==> src/hw/sdac_pkg.sv <==
// sdac_pkg: register map, field positions and reset values of the converter control block
// assumes APB with 32-bit data, one aligned word per register
package sdac_pkg;
	// register byte addresses
	localparam logic [7:0] ADDR_GLOBAL_CTL = 8'h00;
	localparam logic [7:0] ADDR_CHANNEL_CTL = 8'h04;
	localparam logic [7:0] ADDR_RESULT = 8'h08;
	localparam logic [7:0] ADDR_IRQ_STATUS = 8'h0C;
	localparam logic [7:0] ADDR_IRQ_CLEAR = 8'h10;
	localparam logic [7:0] ADDR_IRQ_ENABLE = 8'h14;
	localparam logic [7:0] ADDR_CORE_CTL = 8'h18;
	// global control fields
	localparam int GC_PREDIV_LSB = 9;
	localparam int GC_LOWPWR_BIT = 8;
	localparam int GC_DIV_LSB = 6;
	localparam int GC_SRC_LSB = 4;
	localparam int GC_BUFON_BIT = 3;
	localparam int GC_REFON_BIT = 2;
	localparam int GC_OVIE_BIT = 1;
	localparam logic [15:0] GC_WRITE_MASK = 16'h0FFE;
	localparam logic [15:0] GC_RESET = 16'h0000;
	// channel control fields
	localparam int CC_BUF_LSB = 13;
	localparam int CC_UNI_BIT = 12;
	localparam int CC_XOSR_BIT = 11;
	localparam int CC_SNGL_BIT = 10;
	localparam int CC_OSR_LSB = 8;
	localparam int CC_LSBTOG_BIT = 7;
	localparam int CC_LSBACC_BIT = 6;
	localparam int CC_OVF_BIT = 5;
	localparam int CC_DF_BIT = 4;
	localparam int CC_IE_BIT = 3;
	localparam int CC_IFG_BIT = 2;
	localparam int CC_SC_BIT = 1;
	localparam logic [15:0] CC_WRITE_MASK = 16'h7FFE;
	localparam logic [15:0] CC_RESET = 16'h0000;
	// interrupt status layout
	localparam int IRQ_CONV_BIT = 0;
	localparam int IRQ_OVF_BIT = 1;
	localparam int IRQ_W = 2;
	// core control: bit 0 is the processor global interrupt enable
	localparam int CORE_GIE_BIT = 0;
	// pre-divider ratios
	localparam logic [5:0] PREDIV_1 = 6'h01;
	localparam logic [5:0] PREDIV_3 = 6'h03;
	localparam logic [5:0] PREDIV_16 = 6'h10;
	localparam logic [5:0] PREDIV_48 = 6'h30;
	typedef enum logic [1:0] {SDAC_SRC_MAIN, SDAC_SRC_SUB, SDAC_SRC_AUX, SDAC_SRC_EXT} sdac_src_t;
endpackage : sdac_pkg

==> src/hw/sdac_clk_if.sv <==
// sdac_clk_if: divider settings passed from the register file to the clock divider
// assumes the producer drives the select fields from flip-flops; src_tick comes straight from the tick inputs
`timescale 1ns/1ps
interface sdac_clk_if;
	logic [2:0] clock_prediv_sel;
	logic [1:0] clock_div_sel;
	logic [3:0] src_tick;
	logic [1:0] clock_source_sel;
	logic mod_tick;
	modport ctl (output clock_prediv_sel, output clock_div_sel, output clock_source_sel,
		output src_tick, input mod_tick);
	modport div (input clock_prediv_sel, input clock_div_sel, input clock_source_sel,
		input src_tick, output mod_tick);
endinterface : sdac_clk_if

==> src/hw/sdac_clk_div.sv <==
// sdac_clk_div: source select, pre-divider and second divider for the modulator tick
// assumes source clocks arrive as single-cycle ticks synchronous to ref_clk
`timescale 1ns/1ps
module sdac_clk_div (
	// clock and reset
	input wire logic ref_clk,
	input wire logic resetn,
	// settings and tick
	sdac_clk_if.div cfg
);
	typedef struct packed {
		logic [5:0] pre_cnt;
		logic [2:0] div_cnt;
		logic tick;
	} sdac_div_state_t;
	sdac_div_state_t state_reg, state_next;
	logic src;
	logic [5:0] pre_ratio;
	logic [2:0] div_last;

	always_comb begin
		src = cfg.src_tick[cfg.clock_source_sel];
		unique case (cfg.clock_prediv_sel)
			3'h0: pre_ratio = sdac_pkg::PREDIV_1;
			3'h1: pre_ratio = sdac_pkg::PREDIV_3;
			3'h2: pre_ratio = sdac_pkg::PREDIV_16;
			3'h3: pre_ratio = sdac_pkg::PREDIV_48;
			default: pre_ratio = sdac_pkg::PREDIV_1; // reserved codes held at /1
		endcase
		div_last = 3'((4'h1 << cfg.clock_div_sel) - 4'h1);
		state_next = state_reg;
		state_next.tick = 1'b0;
		if (src) begin
			if (state_reg.pre_cnt >= pre_ratio - 6'h01) begin
				state_next.pre_cnt = 6'h00;
				if (state_reg.div_cnt >= div_last) begin
					state_next.div_cnt = 3'h0;
					state_next.tick = 1'b1;
				end else begin
					state_next.div_cnt = state_reg.div_cnt + 3'h1;
				end
			end else begin
				state_next.pre_cnt = state_reg.pre_cnt + 6'h01;
			end
		end
	end

	always_ff @(posedge ref_clk or negedge resetn) begin
		if (!resetn) begin
			state_reg <= '0;
		end else begin
			state_reg <= state_next;
		end
	end
	assign cfg.mod_tick = state_reg.tick;

	property p_tick_needs_src;
		@(posedge ref_clk) disable iff (!resetn) cfg.mod_tick |-> $past(src);
	endproperty
	a_tick_needs_src: assert property (p_tick_needs_src) else $error("tick without source");

	property p_div1_passes;
		@(posedge ref_clk) disable iff (!resetn)
		(src && cfg.clock_prediv_sel == 3'h0 && cfg.clock_div_sel == 2'h0
			&& state_reg.pre_cnt == 6'h00 && state_reg.div_cnt == 3'h0) |=> cfg.mod_tick;
	endproperty
	a_div1_passes: assert property (p_div1_passes) else $error("undivided tick lost");
endmodule : sdac_clk_div

==> src/hw/sdac_irq_bit.sv <==
// sdac_irq_bit: one sticky flag, set by hardware, cleared by software, set wins
// assumes set and clear are single-cycle pulses
`timescale 1ns/1ps
module sdac_irq_bit (
	// clock and reset
	input wire logic ref_clk,
	input wire logic resetn,
	// control
	input wire logic set_pulse,
	input wire logic clr_pulse,
	// flag
	output logic flag
);
	typedef struct packed {
		logic f;
	} sdac_flag_state_t;
	sdac_flag_state_t state_reg, state_next;

	always_comb begin
		state_next = state_reg;
		if (clr_pulse) begin
			state_next.f = 1'b0;
		end
		if (set_pulse) begin
			state_next.f = 1'b1;
		end
	end

	always_ff @(posedge ref_clk or negedge resetn) begin
		if (!resetn) begin
			state_reg <= '0;
		end else begin
			state_reg <= state_next;
		end
	end
	assign flag = state_reg.f;
endmodule : sdac_irq_bit

==> src/hw/sdac_ctrl.sv <==
// sdac_ctrl: APB register file and control logic of the single-channel converter
// assumes the converter core delivers results as one-cycle strobes on ref_clk
// and that the four clock sources arrive as ticks synchronous to ref_clk
//
// Contract
// - pre-divider /1 /3 /16 /48 from bits 11:9
// - second divider /1 /2 /4 /8 from bits 7:6
// - clock source chosen by bits 5:4
// - bit 8 selects reduced-power low-speed mode
// - overflow irq needs enable and global enable
// - bit 2 reference on, bit 3 buffer on
// - control bits 15:12 and 0 read zero
// - channel bits 14:13 set input buffer mode
// - channel bit 12: zero bipolar, one unipolar
// - bit 11 extends the oversampling ratio select
// - channel bits 7..1 layout, bit 0 zero
// - new result sets conversion done flag
// - unread result overwritten flags overflow
//
// The register offsets and the APB register port are this design's own decisions.
`timescale 1ns/1ps
module sdac_ctrl #(
	parameter int RES_W = 24
) (
	// clock and reset
	input wire logic ref_clk,
	input wire logic resetn,
	// apb slave
	input wire logic psel,
	input wire logic penable,
	input wire logic pwrite,
	input wire logic [7:0] paddr,
	input wire logic [31:0] pwdata,
	output logic [31:0] prdata,
	output logic pready,
	output logic pslverr,
	// clock sources as ticks
	input wire logic main_clock_tick,
	input wire logic subsystem_clock_tick,
	input wire logic aux_clock_tick,
	input wire logic external_timer_clock_tick,
	// converter core
	input wire logic result_valid,
	input wire logic [RES_W-1:0] result_data,
	input wire logic conv_complete,
	output logic mod_tick,
	output logic low_power_mode_en,
	output logic ref_generator_on,
	output logic ref_buffer_on,
	output logic [1:0] input_buffer_mode,
	output logic unipolar_sel,
	output logic [2:0] osr_code,
	output logic single_conv_sel,
	output logic data_format_sel,
	output logic conv_start,
	// interrupt
	output logic irq
);
	typedef struct packed {
		logic [15:0] gctl;
		logic [15:0] cctl;
		logic [RES_W-1:0] result;
		logic unread;
		logic lsb_sel;
		logic [sdac_pkg::IRQ_W-1:0] irq_en;
		logic global_irq_enable;
		logic [31:0] rdata;
		logic irq;
		logic ack;
	} sdac_ctrl_state_t;
	sdac_ctrl_state_t state_reg, state_next;

	sdac_clk_if clk_bus ();
	logic wr_access, rd_access, addr_ok;
	logic result_read, conv_set, ovf_set, conv_clr, ovf_clr;
	logic conv_flag, ovf_flag;
	logic [sdac_pkg::IRQ_W-1:0] irq_status;
	logic [15:0] result_word;

	assign wr_access = psel && penable && pwrite && state_reg.ack;
	assign rd_access = psel && penable && !pwrite && !state_reg.ack;
	always_comb begin
		unique case (paddr)
			sdac_pkg::ADDR_GLOBAL_CTL, sdac_pkg::ADDR_CHANNEL_CTL, sdac_pkg::ADDR_RESULT,
			sdac_pkg::ADDR_IRQ_STATUS, sdac_pkg::ADDR_IRQ_CLEAR, sdac_pkg::ADDR_IRQ_ENABLE,
			sdac_pkg::ADDR_CORE_CTL: addr_ok = 1'b1;
			default: addr_ok = 1'b0;
		endcase
	end
	// one wait state: read data is registered in the first access cycle and
	// shown with pready in the second, so prdata stays a flop; unmapped gives an error
	assign pready = state_reg.ack;
	assign pslverr = psel && penable && state_reg.ack && !addr_ok;
	assign prdata = state_reg.rdata;

	// reading the result clears the done flag
	assign result_read = rd_access && paddr == sdac_pkg::ADDR_RESULT;
	assign conv_set = result_valid;
	assign ovf_set = result_valid && state_reg.unread && !result_read;
	// channel control writes of zero to a flag, or the clear register, clear it
	assign conv_clr = result_read
		|| (wr_access && paddr == sdac_pkg::ADDR_CHANNEL_CTL && !pwdata[sdac_pkg::CC_IFG_BIT])
		|| (wr_access && paddr == sdac_pkg::ADDR_IRQ_CLEAR && pwdata[sdac_pkg::IRQ_CONV_BIT]);
	assign ovf_clr =
		(wr_access && paddr == sdac_pkg::ADDR_CHANNEL_CTL && !pwdata[sdac_pkg::CC_OVF_BIT])
		|| (wr_access && paddr == sdac_pkg::ADDR_IRQ_CLEAR && pwdata[sdac_pkg::IRQ_OVF_BIT]);

	sdac_irq_bit u_conv_flag (
		.ref_clk(ref_clk),
		.resetn(resetn),
		.set_pulse(conv_set),
		.clr_pulse(conv_clr),
		.flag(conv_flag)
	);
	sdac_irq_bit u_ovf_flag (
		.ref_clk(ref_clk),
		.resetn(resetn),
		.set_pulse(ovf_set),
		.clr_pulse(ovf_clr),
		.flag(ovf_flag)
	);
	assign irq_status = {ovf_flag, conv_flag};

	// the upper 16 bits or lower 16 bits of the result, per access select
	assign result_word = state_reg.lsb_sel ? state_reg.result[15:0]
		: state_reg.result[RES_W-1 -: 16];

	always_comb begin
		state_next = state_reg;
		state_next.ack = psel && penable && !state_reg.ack;
		if (wr_access) begin
			unique case (paddr)
				sdac_pkg::ADDR_GLOBAL_CTL:
					state_next.gctl = pwdata[15:0] & sdac_pkg::GC_WRITE_MASK;
				sdac_pkg::ADDR_CHANNEL_CTL:
					state_next.cctl = pwdata[15:0] & sdac_pkg::CC_WRITE_MASK;
				sdac_pkg::ADDR_IRQ_ENABLE: state_next.irq_en = pwdata[sdac_pkg::IRQ_W-1:0];
				sdac_pkg::ADDR_CORE_CTL: state_next.global_irq_enable = pwdata[sdac_pkg::CORE_GIE_BIT];
				default: ;
			endcase
			if (paddr == sdac_pkg::ADDR_CHANNEL_CTL) begin
				state_next.lsb_sel = pwdata[sdac_pkg::CC_LSBACC_BIT];
			end
		end
		// flags live in their own flops; mirror them into the channel word
		state_next.cctl[sdac_pkg::CC_IFG_BIT] = conv_flag;
		state_next.cctl[sdac_pkg::CC_OVF_BIT] = ovf_flag;
		// single conversion ends by clearing the start bit
		if (conv_complete && state_reg.cctl[sdac_pkg::CC_SNGL_BIT]) begin
			state_next.cctl[sdac_pkg::CC_SC_BIT] = 1'b0;
		end
		if (result_read) begin
			state_next.unread = 1'b0;
			if (state_reg.cctl[sdac_pkg::CC_LSBTOG_BIT]) begin
				state_next.lsb_sel = !state_reg.lsb_sel;
			end
		end
		if (result_valid) begin
			state_next.result = result_data;
			state_next.unread = 1'b1;
		end
		state_next.cctl[sdac_pkg::CC_LSBACC_BIT] = state_next.lsb_sel;
		state_next.rdata = 32'h0000_0000;
		if (rd_access) begin
			unique case (paddr)
				sdac_pkg::ADDR_GLOBAL_CTL: state_next.rdata = {16'h0000, state_reg.gctl};
				sdac_pkg::ADDR_CHANNEL_CTL: begin
					state_next.rdata = {16'h0000, state_reg.cctl};
					state_next.rdata[sdac_pkg::CC_IFG_BIT] = conv_flag;
					state_next.rdata[sdac_pkg::CC_OVF_BIT] = ovf_flag;
				end
				sdac_pkg::ADDR_RESULT: state_next.rdata = {16'h0000, result_word};
				sdac_pkg::ADDR_IRQ_STATUS: state_next.rdata = 32'(irq_status);
				sdac_pkg::ADDR_IRQ_ENABLE: state_next.rdata = 32'(state_reg.irq_en);
				sdac_pkg::ADDR_CORE_CTL: state_next.rdata = 32'(state_reg.global_irq_enable);
				default: ;
			endcase
		end
		// overflow needs its own enable in the control word and the global enable
		state_next.irq = state_reg.global_irq_enable && (
			(ovf_flag && state_reg.gctl[sdac_pkg::GC_OVIE_BIT]
				&& state_reg.irq_en[sdac_pkg::IRQ_OVF_BIT])
			|| (conv_flag && state_reg.cctl[sdac_pkg::CC_IE_BIT]
				&& state_reg.irq_en[sdac_pkg::IRQ_CONV_BIT]));
	end

	// read data is captured in the first access cycle and stands through the second
	always_ff @(posedge ref_clk or negedge resetn) begin
		if (!resetn) begin
			state_reg <= '0;
		end else begin
			state_reg <= state_next;
		end
	end

	assign clk_bus.clock_prediv_sel = state_reg.gctl[sdac_pkg::GC_PREDIV_LSB +: 3];
	assign clk_bus.clock_div_sel = state_reg.gctl[sdac_pkg::GC_DIV_LSB +: 2];
	assign clk_bus.clock_source_sel = state_reg.gctl[sdac_pkg::GC_SRC_LSB +: 2];
	assign clk_bus.src_tick = {external_timer_clock_tick, aux_clock_tick,
		subsystem_clock_tick, main_clock_tick};
	sdac_clk_div u_div (
		.ref_clk(ref_clk),
		.resetn(resetn),
		.cfg(clk_bus)
	);
	assign mod_tick = clk_bus.mod_tick;

	assign low_power_mode_en = state_reg.gctl[sdac_pkg::GC_LOWPWR_BIT];
	assign ref_generator_on = state_reg.gctl[sdac_pkg::GC_REFON_BIT];
	assign ref_buffer_on = state_reg.gctl[sdac_pkg::GC_BUFON_BIT];
	assign input_buffer_mode = state_reg.cctl[sdac_pkg::CC_BUF_LSB +: 2];
	assign unipolar_sel = state_reg.cctl[sdac_pkg::CC_UNI_BIT];
	assign osr_code = {state_reg.cctl[sdac_pkg::CC_XOSR_BIT],
		state_reg.cctl[sdac_pkg::CC_OSR_LSB +: 2]};
	assign single_conv_sel = state_reg.cctl[sdac_pkg::CC_SNGL_BIT];
	assign data_format_sel = state_reg.cctl[sdac_pkg::CC_DF_BIT];
	assign conv_start = state_reg.cctl[sdac_pkg::CC_SC_BIT];
	assign irq = state_reg.irq;

	property p_gctl_reserved;
		@(posedge ref_clk) disable iff (!resetn)
		state_reg.gctl[15:12] == 4'h0 && !state_reg.gctl[0];
	endproperty
	a_gctl_reserved: assert property (p_gctl_reserved) else $error("reserved control bit set");

	property p_cctl_bit0;
		@(posedge ref_clk) disable iff (!resetn) !state_reg.cctl[0] && !state_reg.cctl[15];
	endproperty
	a_cctl_bit0: assert property (p_cctl_bit0) else $error("channel bit 0 set");

	property p_done_flag;
		@(posedge ref_clk) disable iff (!resetn) result_valid |=> conv_flag;
	endproperty
	a_done_flag: assert property (p_done_flag) else $error("result did not set flag");

	property p_overflow;
		@(posedge ref_clk) disable iff (!resetn)
		(result_valid && state_reg.unread && !result_read) |=> ovf_flag;
	endproperty
	a_overflow: assert property (p_overflow) else $error("overwrite missed overflow");

	property p_irq_gated;
		@(posedge ref_clk) disable iff (!resetn) irq |-> $past(state_reg.global_irq_enable);
	endproperty
	a_irq_gated: assert property (p_irq_gated) else $error("irq without global enable");

	property p_ovf_irq;
		@(posedge ref_clk) disable iff (!resetn)
		(ovf_flag && state_reg.global_irq_enable && state_reg.gctl[sdac_pkg::GC_OVIE_BIT]
			&& state_reg.irq_en[sdac_pkg::IRQ_OVF_BIT]) |=> irq;
	endproperty
	a_ovf_irq: assert property (p_ovf_irq) else $error("enabled overflow gave no irq");

	property p_gctl_write;
		@(posedge ref_clk) disable iff (!resetn)
		(wr_access && paddr == sdac_pkg::ADDR_GLOBAL_CTL) |=>
			low_power_mode_en == $past(pwdata[8]) && ref_buffer_on == $past(pwdata[3])
			&& ref_generator_on == $past(pwdata[2]);
	endproperty
	a_gctl_write: assert property (p_gctl_write) else $error("control write not applied");

	property p_cctl_write;
		@(posedge ref_clk) disable iff (!resetn)
		(wr_access && paddr == sdac_pkg::ADDR_CHANNEL_CTL) |=>
			input_buffer_mode == $past(pwdata[14:13]) && unipolar_sel == $past(pwdata[12])
			&& osr_code[2] == $past(pwdata[11]);
	endproperty
	a_cctl_write: assert property (p_cctl_write) else $error("channel write not applied");

	property p_prediv_write;
		@(posedge ref_clk) disable iff (!resetn)
		(wr_access && paddr == sdac_pkg::ADDR_GLOBAL_CTL) |=> clk_bus.clock_prediv_sel == $past(pwdata[11:9]);
	endproperty
	a_prediv_write: assert property (p_prediv_write) else $error("pre-divider not applied");

	property p_div_write;
		@(posedge ref_clk) disable iff (!resetn)
		(wr_access && paddr == sdac_pkg::ADDR_GLOBAL_CTL) |=> clk_bus.clock_div_sel == $past(pwdata[7:6]);
	endproperty
	a_div_write: assert property (p_div_write) else $error("divider not applied");

	property p_src_write;
		@(posedge ref_clk) disable iff (!resetn)
		(wr_access && paddr == sdac_pkg::ADDR_GLOBAL_CTL) |=> clk_bus.clock_source_sel == $past(pwdata[5:4]);
	endproperty
	a_src_write: assert property (p_src_write) else $error("source select not applied");

	property p_ref_write;
		@(posedge ref_clk) disable iff (!resetn)
		(wr_access && paddr == sdac_pkg::ADDR_GLOBAL_CTL) |=> ref_generator_on == $past(pwdata[2]);
	endproperty
	a_ref_write: assert property (p_ref_write) else $error("reference switch not applied");

	property p_ovie_write;
		@(posedge ref_clk) disable iff (!resetn)
		(wr_access && paddr == sdac_pkg::ADDR_GLOBAL_CTL) |=> state_reg.gctl[1] == $past(pwdata[1]);
	endproperty
	a_ovie_write: assert property (p_ovie_write) else $error("overflow enable not applied");

	property p_irq_gie_off;
		@(posedge ref_clk) disable iff (!resetn)
		!state_reg.global_irq_enable |=> !irq;
	endproperty
	a_irq_gie_off: assert property (p_irq_gie_off) else $error("irq with global enable off");

	property p_done_irq;
		@(posedge ref_clk) disable iff (!resetn)
		(conv_flag && state_reg.global_irq_enable && state_reg.cctl[sdac_pkg::CC_IE_BIT]
			&& state_reg.irq_en[sdac_pkg::IRQ_CONV_BIT]) |=> irq;
	endproperty
	a_done_irq: assert property (p_done_irq) else $error("enabled done flag gave no irq");

	property p_unipolar_write;
		@(posedge ref_clk) disable iff (!resetn)
		(wr_access && paddr == sdac_pkg::ADDR_CHANNEL_CTL) |=> unipolar_sel == $past(pwdata[12]);
	endproperty
	a_unipolar_write: assert property (p_unipolar_write) else $error("polarity not applied");

	property p_osr_write;
		@(posedge ref_clk) disable iff (!resetn)
		(wr_access && paddr == sdac_pkg::ADDR_CHANNEL_CTL) |=> osr_code == $past({pwdata[11], pwdata[9:8]});
	endproperty
	a_osr_write: assert property (p_osr_write) else $error("oversampling code not applied");

	property p_ovf_sticky;
		@(posedge ref_clk) disable iff (!resetn)
		(ovf_flag && !ovf_clr) |=> ovf_flag;
	endproperty
	a_ovf_sticky: assert property (p_ovf_sticky) else $error("overflow flag lost");

	property p_single_stop;
		@(posedge ref_clk) disable iff (!resetn)
		(conv_complete && single_conv_sel) |=> !conv_start;
	endproperty
	a_single_stop: assert property (p_single_stop) else $error("single conversion kept start bit");

	property p_rdata_idle;
		@(posedge ref_clk) disable iff (!resetn)
		!rd_access |=> prdata == 32'h0000_0000;
	endproperty
	a_rdata_idle: assert property (p_rdata_idle) else $error("read data outside a read");

	property p_wait_state;
		@(posedge ref_clk) disable iff (!resetn)
		(psel && penable && !pready) |=> pready;
	endproperty
	a_wait_state: assert property (p_wait_state) else $error("access not completed");

	property p_gctl_hold;
		@(posedge ref_clk) disable iff (!resetn)
		!(wr_access && paddr == sdac_pkg::ADDR_GLOBAL_CTL) |=> $stable(state_reg.gctl);
	endproperty
	a_gctl_hold: assert property (p_gctl_hold) else $error("control word changed without write");
endmodule : sdac_ctrl

==> config.mk <==
export PLATFORM = sky130hd
export DESIGN_NAME = sdac_ctrl
export DESIGN_NICKNAME = d
export VERILOG_FILES = /design/src/hw/sdac_pkg.sv /design/src/hw/sdac_clk_if.sv /design/src/hw/sdac_clk_div.sv /design/src/hw/sdac_irq_bit.sv /design/src/hw/sdac_ctrl.sv
export SDC_FILE = /design/constraint.sdc
export NUM_CORES = 1
export LEC_CHECK = 0
export ABC_AREA = 1
export BUFFER_PORTS_ARGS = -buffer_cell sky130_fd_sc_hd__buf_2
export CAP_MARGIN = 20
export CORE_MARGIN = 4
export CORE_UTILIZATION = 57
export CTS_CLUSTER_SIZE = 12
export DETAILED_ROUTE_END_ITERATION = 8
export GPL_ROUTABILITY_DRIVEN = 0
export PLACE_DENSITY_LB_ADDON = 0.12
export SYNTH_ARGS = -nofsm -noshare
export SYNTH_HDL_FRONTEND = slang
export SYNTH_SLANG_ARGS = --single-unit
export TNS_END_PERCENT = 5
==> constraint.sdc <==
create_clock -name ref_clk -period 3.28 [get_ports ref_clk]
set_input_delay 0.492 -clock ref_clk [delete_from_list [all_inputs] [get_ports ref_clk]]
set_output_delay 0.492 -clock ref_clk [all_outputs]
set_load 0.01 [all_outputs]
==> impl_metrics.ini, run 1 <==
[worst_setup_path]
worstRegToRegCells = 8
critical_path_peak_fanout = 8
cp_data_required_time_ns = 3.51
timing.critical_path.from_type = flip-flop
regToRegEndpoint = u_div.state_reg[2]
timing.reg2reg.setup_slack_ns = 1.34
worstReg2RegStart = clk_bus.clock_prediv_sel[2]
cp_num_buf_inv = 1
worst_path_max_delay_cell = sky130_fd_sc_hd__dfrtp_1
critPathMaxStageDelay_ns = 0.38
critPathTopFamily = simple AND/OR/NAND/NOR gates
end_kind = flip-flop
criticalPathCategory = flip-flop to flip-flop
critical_path.most_common_cell = sky130_fd_sc_hd__nand2_1
timing.critical_path.cells = inv_1, nand3_1, ha_1, a21o_1, nor2_1, nand2_1, nand2_1, o21ai_0
critPathArrivalTime_ns = 2.18

[clock_tree]
cts_setup_buffers = 0
cts_buffers = 9
holdBufCountCts = 0
cts.root.buffer_cell = sky130_fd_sc_hd__clkbuf_8
cts_max_level = 3
tritoncts_num_sinks = 81
clk_pin_slew_ns = 0.09
tritoncts = built
cts.path.max_buffers = 2
cts-resized-gates = 0
worstSkewPairLatency_ns = 0.36

[routing]
ant_nets = 0
met2RoutedLength_microns = 4880
vias = 3795
route.detailed.wl_per_inst_microns = 13.5
postRouteWirelength_microns = 10300
drc = 0
route.top_layer_used = met4
wirelength_met1_microns = 4710
detailroute.wirelength.met3_microns = 546
post_drt_via_cell_ratio = 4.97
drt_first_pass_iters = 5
dr.first_iter.drc_count = 179

[job]
maxCapViolCount = 0

[sta]
timing_worst_slew_pin_value_ns = 0.950
setup_viol = 0
fin_crit_sh = 0.592
maxClockFrequency_ghz = 0.515
fin_worst_skew_ns = 0.0174
rsz0062_at_grt = no
slew_viol_final = 0
setup-tns-final_ns = 0
layout_min_cycle_time_ns = 1.94
max-slew-margin-rel = 0.367
final_hold_viol_count = 0

[status]
status = finished clean

[layout]
fillers = 740
post_route_cells_drive_above_1_share = 0.202
layout.core_utilization = 0.651
design.final.nets = 743
largest_register_ff_count = 32
antenna-diode-count = 0
area_growth_pct = 11.0

[synth]
yosys.area.top_type = sky130_fd_sc_hd__dfrtp_1
postSynthAreaPerCell_sq_um = 7.70
ys_seq_area_frac = 0.445
postSynthCellCount = 592
ys_ff_latch = 81
edff_count_synth = 0
yosys.cell_types.count = 34
synth_top_area_share = 0.445
number_of_warnings_issued_by_yosys = 0
ys_top_cells_by_area = sky130_fd_sc_hd__dfrtp_1 (44%), sky130_fd_sc_hd__nand2_1 (15%), sky130_fd_sc_hd__buf_4 (6.1%)
synth-main-ff-cell = sky130_fd_sc_hd__dfrtp_1
synth_async_sr_flop_share = 1.00
post_synth_instance_area_sq_mm = 0.00456

[floorplan]
num_rows = 32
die-height_microns = 97.4
io_pins = 123
floorplan.initialDensity = 0.587
design.core.area_sq_mm = 0.00777
die-area_sq_mm = 0.00949
fp.dieW_microns = 97.4

[global_routing]
grt_use_total = 0.226
grt_pass1_vias = 3680
grt_antenna_before_repair = 0
pin_count_of_the_biggest_net_entering_global_routing = 82
wire_length_of_the_first_global_routing_pass_microns = 17300
overflow = 0

[place]
dpl.hpwl_microns = 7860
port_buffers = 89

[pwr]
powerDensity_mw_per_mm2 = 416
ir_worst_vdd_mv = 0.272
power_leakage_nw = 2.76

[min_path]
worstHoldPathType = primary input to async pin
-- worst reg2reg max path, cell delays in order, from the launching register on --
cell and delay, ns:
sky130_fd_sc_hd__dfrtp_1 0.38, sky130_fd_sc_hd__inv_1 0.10, sky130_fd_sc_hd__nand3_1 0.09, sky130_fd_sc_hd__ha_1 0.30
sky130_fd_sc_hd__a21o_1 0.18, sky130_fd_sc_hd__nor2_1 0.26, sky130_fd_sc_hd__nand2_1 0.14, sky130_fd_sc_hd__nand2_1 0.26
sky130_fd_sc_hd__o21ai_0 0.13
-- stage by stage --
step | instances | instance area, sq um | hold WS [ns] | total power [W] | setup WS [ns]
6_report | 764 | 5060 | 0.0484 | 0.00211 | 1.34
5_1_grt | 764 | 5060 | 0.0673 | 0.00223 | 1.13
4_1_cts | 763 | 5030 | 0.324 | 0.00212 | 1.33
3_5_place_dp | 747 | 4830 | 0.467 | 0.00138 | 1.14
3_3_place_gp | 747 | 4830 | 0.456 | 0.00137 | 1.22
2_1_floorplan | 607 | 4620 | 0.196 | 0.00128 | 1.68
-- where the power goes --
group	total, W	internal [W]	switching [W]
Combinational	0.000275	0.0000962	0.000179
Sequential	0.00109	0.00105	0.0000394
Clock	0.000744	0.000373	0.000371
-- cells in the mapped netlist, types with 2 or more instances --
cell	instances
sky130_fd_sc_hd__xor2_1	2
sky130_fd_sc_hd__buf_4	37
sky130_fd_sc_hd__buf_2	2
sky130_fd_sc_hd__nand2_1	183
sky130_fd_sc_hd__inv_2	3
sky130_fd_sc_hd__nand3_1	36
sky130_fd_sc_hd__o21ai_1	8
sky130_fd_sc_hd__a21oi_1	5
sky130_fd_sc_hd__nand2_2	2
sky130_fd_sc_hd__conb_1	2
sky130_fd_sc_hd__nor2_4	12
sky130_fd_sc_hd__nand4_1	5
sky130_fd_sc_hd__buf_6	2
sky130_fd_sc_hd__clkbuf_1	9
sky130_fd_sc_hd__inv_1	63
sky130_fd_sc_hd__nor2_2	5
sky130_fd_sc_hd__o21a_1	2
sky130_fd_sc_hd__ha_1	11
sky130_fd_sc_hd__nor2_1	53
sky130_fd_sc_hd__dfrtp_1	81
sky130_fd_sc_hd__nand2_4	4
sky130_fd_sc_hd__o21ai_0	53
-- routing by layer --
layer  GRT usage  vias to the layer above
li1            -                     1928
met1       0.307                     1756
met2       0.366                       99
met3      0.0431                       12
met4      0.0735                        0
met5           0                        -
-- worst max-delay path by stage --
stage	to	slack (ns)	cells past startpoint	startpoint
floorplan	u_div.state_reg[1]	1.68	8	clk_bus.clock_prediv_sel[2]
global placement	clk_bus.clock_prediv_sel[2]	1.22	7	paddr[1]
detailed placement	clk_bus.clock_prediv_sel[1]	1.14	6	paddr[1]
CTS	u_div.state_reg[2]	1.33	8	clk_bus.clock_prediv_sel[2]
global route	u_div.state_reg[2]	1.13	9	clk_bus.clock_prediv_sel[2]
finish	u_div.state_reg[2]	1.34	8	clk_bus.clock_prediv_sel[2]
-- placed cells by master (no fill, tap or decap), types with 2 or more instances in the layout --
| cell type | synthesis | routed |
|---|---|---|
| sky130_fd_sc_hd__a21oi_1 | 5 | 5 |
| sky130_fd_sc_hd__buf_2 | 2 | 88 |
| sky130_fd_sc_hd__clkbuf_8 | 0 | 10 |
| sky130_fd_sc_hd__clkinv_4 | 0 | 2 |
| sky130_fd_sc_hd__clkinvlp_4 | 0 | 2 |
| sky130_fd_sc_hd__conb_1 | 2 | 17 |
| sky130_fd_sc_hd__dfrtp_1 | 81 | 81 |
| sky130_fd_sc_hd__ha_1 | 11 | 11 |
| sky130_fd_sc_hd__inv_1 | 63 | 63 |
| sky130_fd_sc_hd__inv_2 | 3 | 3 |
| sky130_fd_sc_hd__nand2_1 | 183 | 183 |
| sky130_fd_sc_hd__nand2_2 | 2 | 2 |
| sky130_fd_sc_hd__nand2_4 | 4 | 4 |
| sky130_fd_sc_hd__nand3_1 | 36 | 36 |
| sky130_fd_sc_hd__nand4_1 | 5 | 5 |
| sky130_fd_sc_hd__nor2_1 | 53 | 53 |
| sky130_fd_sc_hd__nor2_2 | 5 | 5 |
| sky130_fd_sc_hd__nor2_4 | 12 | 12 |
| sky130_fd_sc_hd__o21a_1 | 2 | 2 |
| sky130_fd_sc_hd__o21ai_0 | 53 | 53 |
| sky130_fd_sc_hd__o21ai_1 | 8 | 8 |
| sky130_fd_sc_hd__xor2_1 | 2 | 2 |
-- cell type report --
class / instances / area [sq um] / area share
Timing Repair Buffer: 90 / 475 / 0.0940
Sequential cell: 81 / 2030 / 0.401
Clock inverter: 6 / 67.6 / 0.0134
Clock buffer: 10 / 138 / 0.0272
Inverter: 67 / 251 / 0.0497
Tap cell: 102 / 128 / 0.0252
Multi-Input combinational cell: 408 / 1970 / 0.390
-- kinds of logic (layout without fill, tap and decap cells) --
group | count (synthesis) | count (layout) | synth area share
xor gates and xnor gates | 3 | 3 | 0.00576
and+or+nand+nor | 305 | 305 | 0.300
buffers and inverters | 118 | 173 | 0.135
DFF | 81 | 81 | 0.445
adders and majority gates | 11 | 11 | 0.0302
other | 2 | 17 | 0.00165
AOI/OAI and AO/OA | 72 | 72 | 0.0826
No activity file was read; power rests on OpenSTA's default activity.
==> inputs of run 2 (changes only) <==
--- a/config.mk
+++ b/config.mk
@@ -9,7 +9,7 @@
 export BUFFER_PORTS_ARGS = -buffer_cell sky130_fd_sc_hd__buf_2
 export CAP_MARGIN = 20
 export CORE_MARGIN = 4
-export CORE_UTILIZATION = 57
+export CORE_UTILIZATION = 48
 export CTS_CLUSTER_SIZE = 12
 export DETAILED_ROUTE_END_ITERATION = 8
 export GPL_ROUTABILITY_DRIVEN = 0
==> constraint.sdc (replaced) <==
create_clock -name ref_clk -period 1.68 [get_ports ref_clk]
set_input_delay 0.252 -clock ref_clk [delete_from_list [all_inputs] [get_ports ref_clk]]
set_output_delay 0.252 -clock ref_clk [all_outputs]
set_load 0.01 [all_outputs]
==> impl_metrics.ini, run 2 (synthesized netlist as in run 1, its figures left out) <==
[status]
status = finished clean

[routing]
dr.first_iter.drc_count = 250
drt_first_pass_iters = 4
ant_nets = 0
vias = 3885
route.detailed.wl_per_inst_microns = 13.4
drc = 0
post_drt_via_cell_ratio = 4.78
postRouteWirelength_microns = 10900

[place]
port_buffers = 89
dpl.hpwl_microns = 8540
placed_cells_incl_taps = 795

[sta]
slew_viol_final = 0
fin_crit_sh = 0.968
maxClockFrequency_ghz = 0.615
fin_worst_skew_ns = 0.0132
rsz0062_at_grt = yes
layout_min_cycle_time_ns = 1.63
final_hold_viol_count = 0
setup_viol = 0
setup-tns-final_ns = 0

[clock_tree]
clk_pin_slew_ns = 0.09
tritoncts_num_sinks = 81
tritoncts = built
cts_max_level = 3
cts.path.max_buffers = 2
cts.root.buffer_cell = sky130_fd_sc_hd__clkbuf_8
worstSkewPairLatency_ns = 0.36
cts_buffers = 9

[layout]
design.final.nets = 764
antenna-diode-count = 0
area_growth_pct = 17.0
layout.cells.non_filler = 812
fillers = 901
post_route_cells_drive_above_1_share = 0.243
layout.core_utilization = 0.578
commonest_non_fill_non_tap_cell_in_the_layout = sky130_fd_sc_hd__nand2_1
mostFrequentLayoutCells = sky130_fd_sc_hd__nand2_1 (179), sky130_fd_sc_hd__buf_2 (88), sky130_fd_sc_hd__dfrtp_1 (80)
largest_register_ff_count = 32

[global_routing]
grt_use_total = 0.200
grt_pass1_vias = 3596
overflow = 0
pin_count_of_the_biggest_net_entering_global_routing = 39
grt_antenna_before_repair = 0
wire_length_of_the_first_global_routing_pass_microns = 17600

[floorplan]
design.core.area_sq_mm = 0.00924
num_rows = 35
floorplan.initialDensity = 0.493
io_pins = 123
die-area_sq_mm = 0.0111
die-height_microns = 105
fp.dieW_microns = 105

[worst_setup_path]
timing.critical_path.from_type = flip-flop
worst_path_depth = 10
critPathTopFamily = simple AND/OR/NAND/NOR gates
worstRegToRegCells = 10
timing.reg2reg.setup_slack_ns = 0.05
cp_num_buf_inv = 1
worstReg2RegStart = clk_bus.clock_prediv_sel[0]
critical_path.most_common_cell = sky130_fd_sc_hd__nand2_1
end_kind = flip-flop
startpoint = clk_bus.clock_prediv_sel[0]
cp_data_required_time_ns = 1.94
regToRegEndpoint = u_div.state_reg[9]
timing.critical_path.cells = nand3_2, ha_4, nand2_1, nor2_1, nand2_2, nand2_4, buf_6, nor2_4, nand2_1, nand2_1
criticalPathCategory = flip-flop to flip-flop
critPathMaxStageDelay_ns = 0.46
critical_path_peak_fanout = 4
critPathArrivalTime_ns = 1.88
crit_path_end = u_div.state_reg[9]
worst_path_max_delay_cell = sky130_fd_sc_hd__dfrtp_1

[pwr]
powerDensity_mw_per_mm2 = 813
ir_worst_vdd_mv = 0.445
power_leakage_nw = 2.88

[min_path]
worstHoldPathType = primary input to flip-flop

[job]
maxCapViolCount = 0
==> run 2: cell types whose count changed in the layout (fill, tap and decap cells not counted), sizes merged <==
cell	change
dlygate4sd3	+1
clkbuf	+1
buf	+20
inv	+1
clkinv	-2
==> run 2: final cells by class <==
class / instances / area, sq um / share of cell area
clock buffer: 11 / 151 / 0.0284
clock inverter: 5 / 62.6 / 0.0117
inverter: 67 / 251 / 0.0471
multi-input combinational: 408 / 2030 / 0.381
sequential: 81 / 2030 / 0.380
tap: 129 / 161 / 0.0302
timing repair buffer: 111 / 648 / 0.121
==> run 2: worst min-delay path by stage <==
stage | to | depth (start not counted) | start | slack (ns)
6_report | input_buffer_mode[0] | 3 | pwdata[13] | 0.09
5_1_grt | state_reg[42] | 3 | result_data[3] | 0.08
4_1_cts | input_buffer_mode[0] | 3 | pwdata[13] | 0.08
3_5_place_dp | u_div.state_reg[8] | 1 | resetn | 0.17
3_3_place_gp | u_div.state_reg[8] | 1 | resetn | 0.16
2_1_floorplan | clk_bus.clock_div_sel[0] | 0 | resetn | -0.04
==> run 2: routing by layer <==
layer  vias up  wire (microns)  global-route usage
li1       1966               -                   -
met1      1802            5060               0.287
met2       106            5160               0.311
met3        11             541              0.0306
met4         0             152              0.0656
met5         -               0                   0
==> run 2: power breakdown <==
part | switching, W | total, W | internal [W] | leakage [nW]
registers | 0.0000749 | 0.00212 | 0.00204 | 1.06
logic | 0.000426 | 0.000709 | 0.000283 | 1.71
clock network | 0.000735 | 0.00151 | 0.000775 | 0.102
total | 0.00124 | 0.00434 | 0.00310 | 2.88
==> run 2: metrics by stage <==
stage          area, sq um  hold WS (ns)  power, W  setup WS, ns
6_report              5340        0.0881   0.00434        0.0533
5_1_grt               5340        0.0842   0.00457       -0.0769
4_1_cts               5270        0.0756   0.00430       0.00694
3_5_place_dp          5040         0.166   0.00277       -0.0540
3_3_place_gp          5040         0.158   0.00276       0.00453
2_1_floorplan         4620       -0.0436   0.00249        0.0770
==> run 2: what timing repair did <==
item                       4_1_cts  5_1_grt
hold buffers                     1        0
pin swaps                        0        7
cloned                           0        0
setup endpoints to repair        4       10
hold endpoints to repair        19        0
resized for setup                1       23
setup buffers                    0        0
==> run 2: tightest hold or removal path: cells and delay by family <==
kind / cells / cell delay (ns)
buffers and inverters: 1 / 0.08
and+or+nand+nor: 2 / 0.08
==> inputs of run 3 (changes only) <==
--- a/config.mk
+++ b/config.mk
@@ -7,7 +7,7 @@
 export LEC_CHECK = 0
 export ABC_AREA = 1
 export BUFFER_PORTS_ARGS = -buffer_cell sky130_fd_sc_hd__buf_2
-export CAP_MARGIN = 20
+export CORE_ASPECT_RATIO = 0.5
 export CORE_MARGIN = 4
 export CORE_UTILIZATION = 48
 export CTS_CLUSTER_SIZE = 12
==> impl_metrics.ini, run 3 (synthesized netlist as in run 1, its figures left out) <==
[layout]
mostFrequentLayoutCells = sky130_fd_sc_hd__nand2_1 (180), sky130_fd_sc_hd__buf_2 (88), sky130_fd_sc_hd__dfrtp_1 (80)
post_route_cells_drive_above_1_share = 0.240
area_growth_pct = 18.2
largest_register_ff_count = 32
post-route-cell-area_sq_mm = 0.00539
design.final.nets = 765
antenna-diode-count = 0
commonest_non_fill_non_tap_cell_in_the_layout = sky130_fd_sc_hd__nand2_1

[pwr]
powerDensity_mw_per_mm2 = 899
ir_worst_vdd_mv = 0.442
power_w = 0.00485
power_leakage_nw = 2.92

[sta]
layout_min_cycle_time_ns = 1.60
setup_viol = 0
final_hold_viol_count = 0
fin_worst_skew_ns = 0.00607
slew_viol_final = 0
worst_slack_ns = 0.0754
fin_crit_sh = 0.955
rsz0062_at_grt = yes
maxClockFrequency_ghz = 0.623
setup-tns-final_ns = 0

[floorplan]
io_pins = 123
die-height_microns = 76.9
num_rows = 24
fp.dieW_microns = 146
design.core.area_sq_mm = 0.00898
floorplan.initialDensity = 0.508
die-area_sq_mm = 0.0112

[min_path]
worstHoldPathType = primary input to flip-flop
worst_hold_path.endpoint = state_reg[41]
hold_path.startpoint = result_data[2]
hold_depth = 3

[routing]
drc = 0
post_drt_via_cell_ratio = 4.79
drt_first_pass_iters = 7
dr.first_iter.drc_count = 259
vias = 3831
ant_nets = 0
route.detailed.wl_per_inst_microns = 13.7
postRouteWirelength_microns = 11000

[global_routing]
pin_count_of_the_biggest_net_entering_global_routing = 82
grt_antenna_before_repair = 0
grt_pass1_vias = 3692
overflow = 0
wire_length_of_the_first_global_routing_pass_microns = 17900
grt_use_total = 0.202

[clock_tree]
tritoncts_num_sinks = 81
cts_max_level = 3
cts_buffers = 9
clk_pin_slew_ns = 0.06
cts.root.buffer_cell = sky130_fd_sc_hd__clkbuf_16
tritoncts = built
worstSkewPairLatency_ns = 0.34
cts.path.max_buffers = 2

[status]
status = finished clean

[worst_setup_path]
cp_data_required_time_ns = 1.96
end_kind = flip-flop
critical_path_peak_fanout = 4
criticalPathCategory = flip-flop to flip-flop
regToRegEndpoint = u_div.state_reg[9]
critPathArrivalTime_ns = 1.89
timing.reg2reg.setup_slack_ns = 0.08
worstReg2RegStart = clk_bus.clock_prediv_sel[2]
worstRegToRegCells = 10
timing.critical_path.from_type = flip-flop

[job]
maxCapViolCount = 0

[place]
dp_slack_ns = -0.0392
postPlaceCellArea_sq_mm = 0.00501
dpl.hpwl_microns = 8380
port_buffers = 89
run 3: changes by cell type in the layout (fill, tap and decap cells not counted), moves of 2 or more:
cell / change
sky130_fd_sc_hd__clkbuf_8: -10
sky130_fd_sc_hd__nor2_4: -2
sky130_fd_sc_hd__buf_4: +4
sky130_fd_sc_hd__clkbuf_16: +9
sky130_fd_sc_hd__buf_6: -2
sky130_fd_sc_hd__o21ai_1: -4
sky130_fd_sc_hd__o21ai_0: +5
run 3: repair_timing:
action | CTS | global route
resized for setup | 2 | 10
setup buffers | 0 | 2
endpoints found under the hold margin | 81 | 0
hold buffers | 1 | 0
setup endpoints to repair | 4 | 11
pin swaps | 0 | 1
run 3: how the worst max path moves through the flow:
stage	startpoint	end	slack (ns)	depth (start not counted)
2_1_floorplan	clk_bus.clock_prediv_sel[2]	u_div.state_reg[1]	0.08	8
3_3_place_gp	clk_bus.clock_prediv_sel[2]	u_div.state_reg[1]	-0.003	8
3_5_place_dp	clk_bus.clock_prediv_sel[2]	u_div.state_reg[2]	-0.04	8
4_1_cts	clk_bus.clock_prediv_sel[2]	u_div.state_reg[9]	0.02	10
5_1_grt	clk_bus.clock_prediv_sel[2]	u_div.state_reg[9]	-0.06	11
6_report	clk_bus.clock_prediv_sel[2]	u_div.state_reg[9]	0.08	10
run 3: area by class of cell:
| class | count | area [sq um] |
|---|---|---|
| fillers | 875 | 3590 |
| flip-flops and latches | 81 | 2030 |
| multi-input cells | 408 | 2010 |
| repair buffers | 112 | 636 |
| inverters | 67 | 251 |
| clock buffers | 10 | 239 |
| well taps | 117 | 146 |
| clock inverters | 5 | 80.1 |
run 3: worst max-delay path, cell delays in order (launching register included):
cell and delay (ns):
sky130_fd_sc_hd__dfrtp_1 0.39, sky130_fd_sc_hd__inv_2 0.09, sky130_fd_sc_hd__nand3_2 0.09, sky130_fd_sc_hd__ha_4 0.23, sky130_fd_sc_hd__a21o_1 0.19, sky130_fd_sc_hd__nor2_2 0.14, sky130_fd_sc_hd__nand2_2 0.09, sky130_fd_sc_hd__buf_4 0.14
sky130_fd_sc_hd__nor2_1 0.08, sky130_fd_sc_hd__nand2_1 0.05, sky130_fd_sc_hd__nand2_1 0.05
run 3: layer usage:
layer	vias to the layer above	routed length, microns	global-route usage
met5	-	0	0
met4	0	112	0.0455
met3	13	786	0.0536
met2	116	4800	0.307
met1	1730	5280	0.291
li1	1972	-	-
run 3: report_power, final:
part	internal, W	switching (W)	total (W)	leakage (nW)
clock network	0.00133	0.000768	0.00210	0.151
logic	0.000243	0.000379	0.000623	1.71
registers	0.00205	0.0000774	0.00213	1.06
run 3: metrics by stage:
stage	utilization	hold slack [ns]	cells
after floorplan	-	-0.0436	607
after global routing	0.600	0.107	800
after CTS	0.595	0.0965	798
after detailed placement	0.558	0.312	782
after global placement	0.558	0.312	782
final	0.600	0.106	800
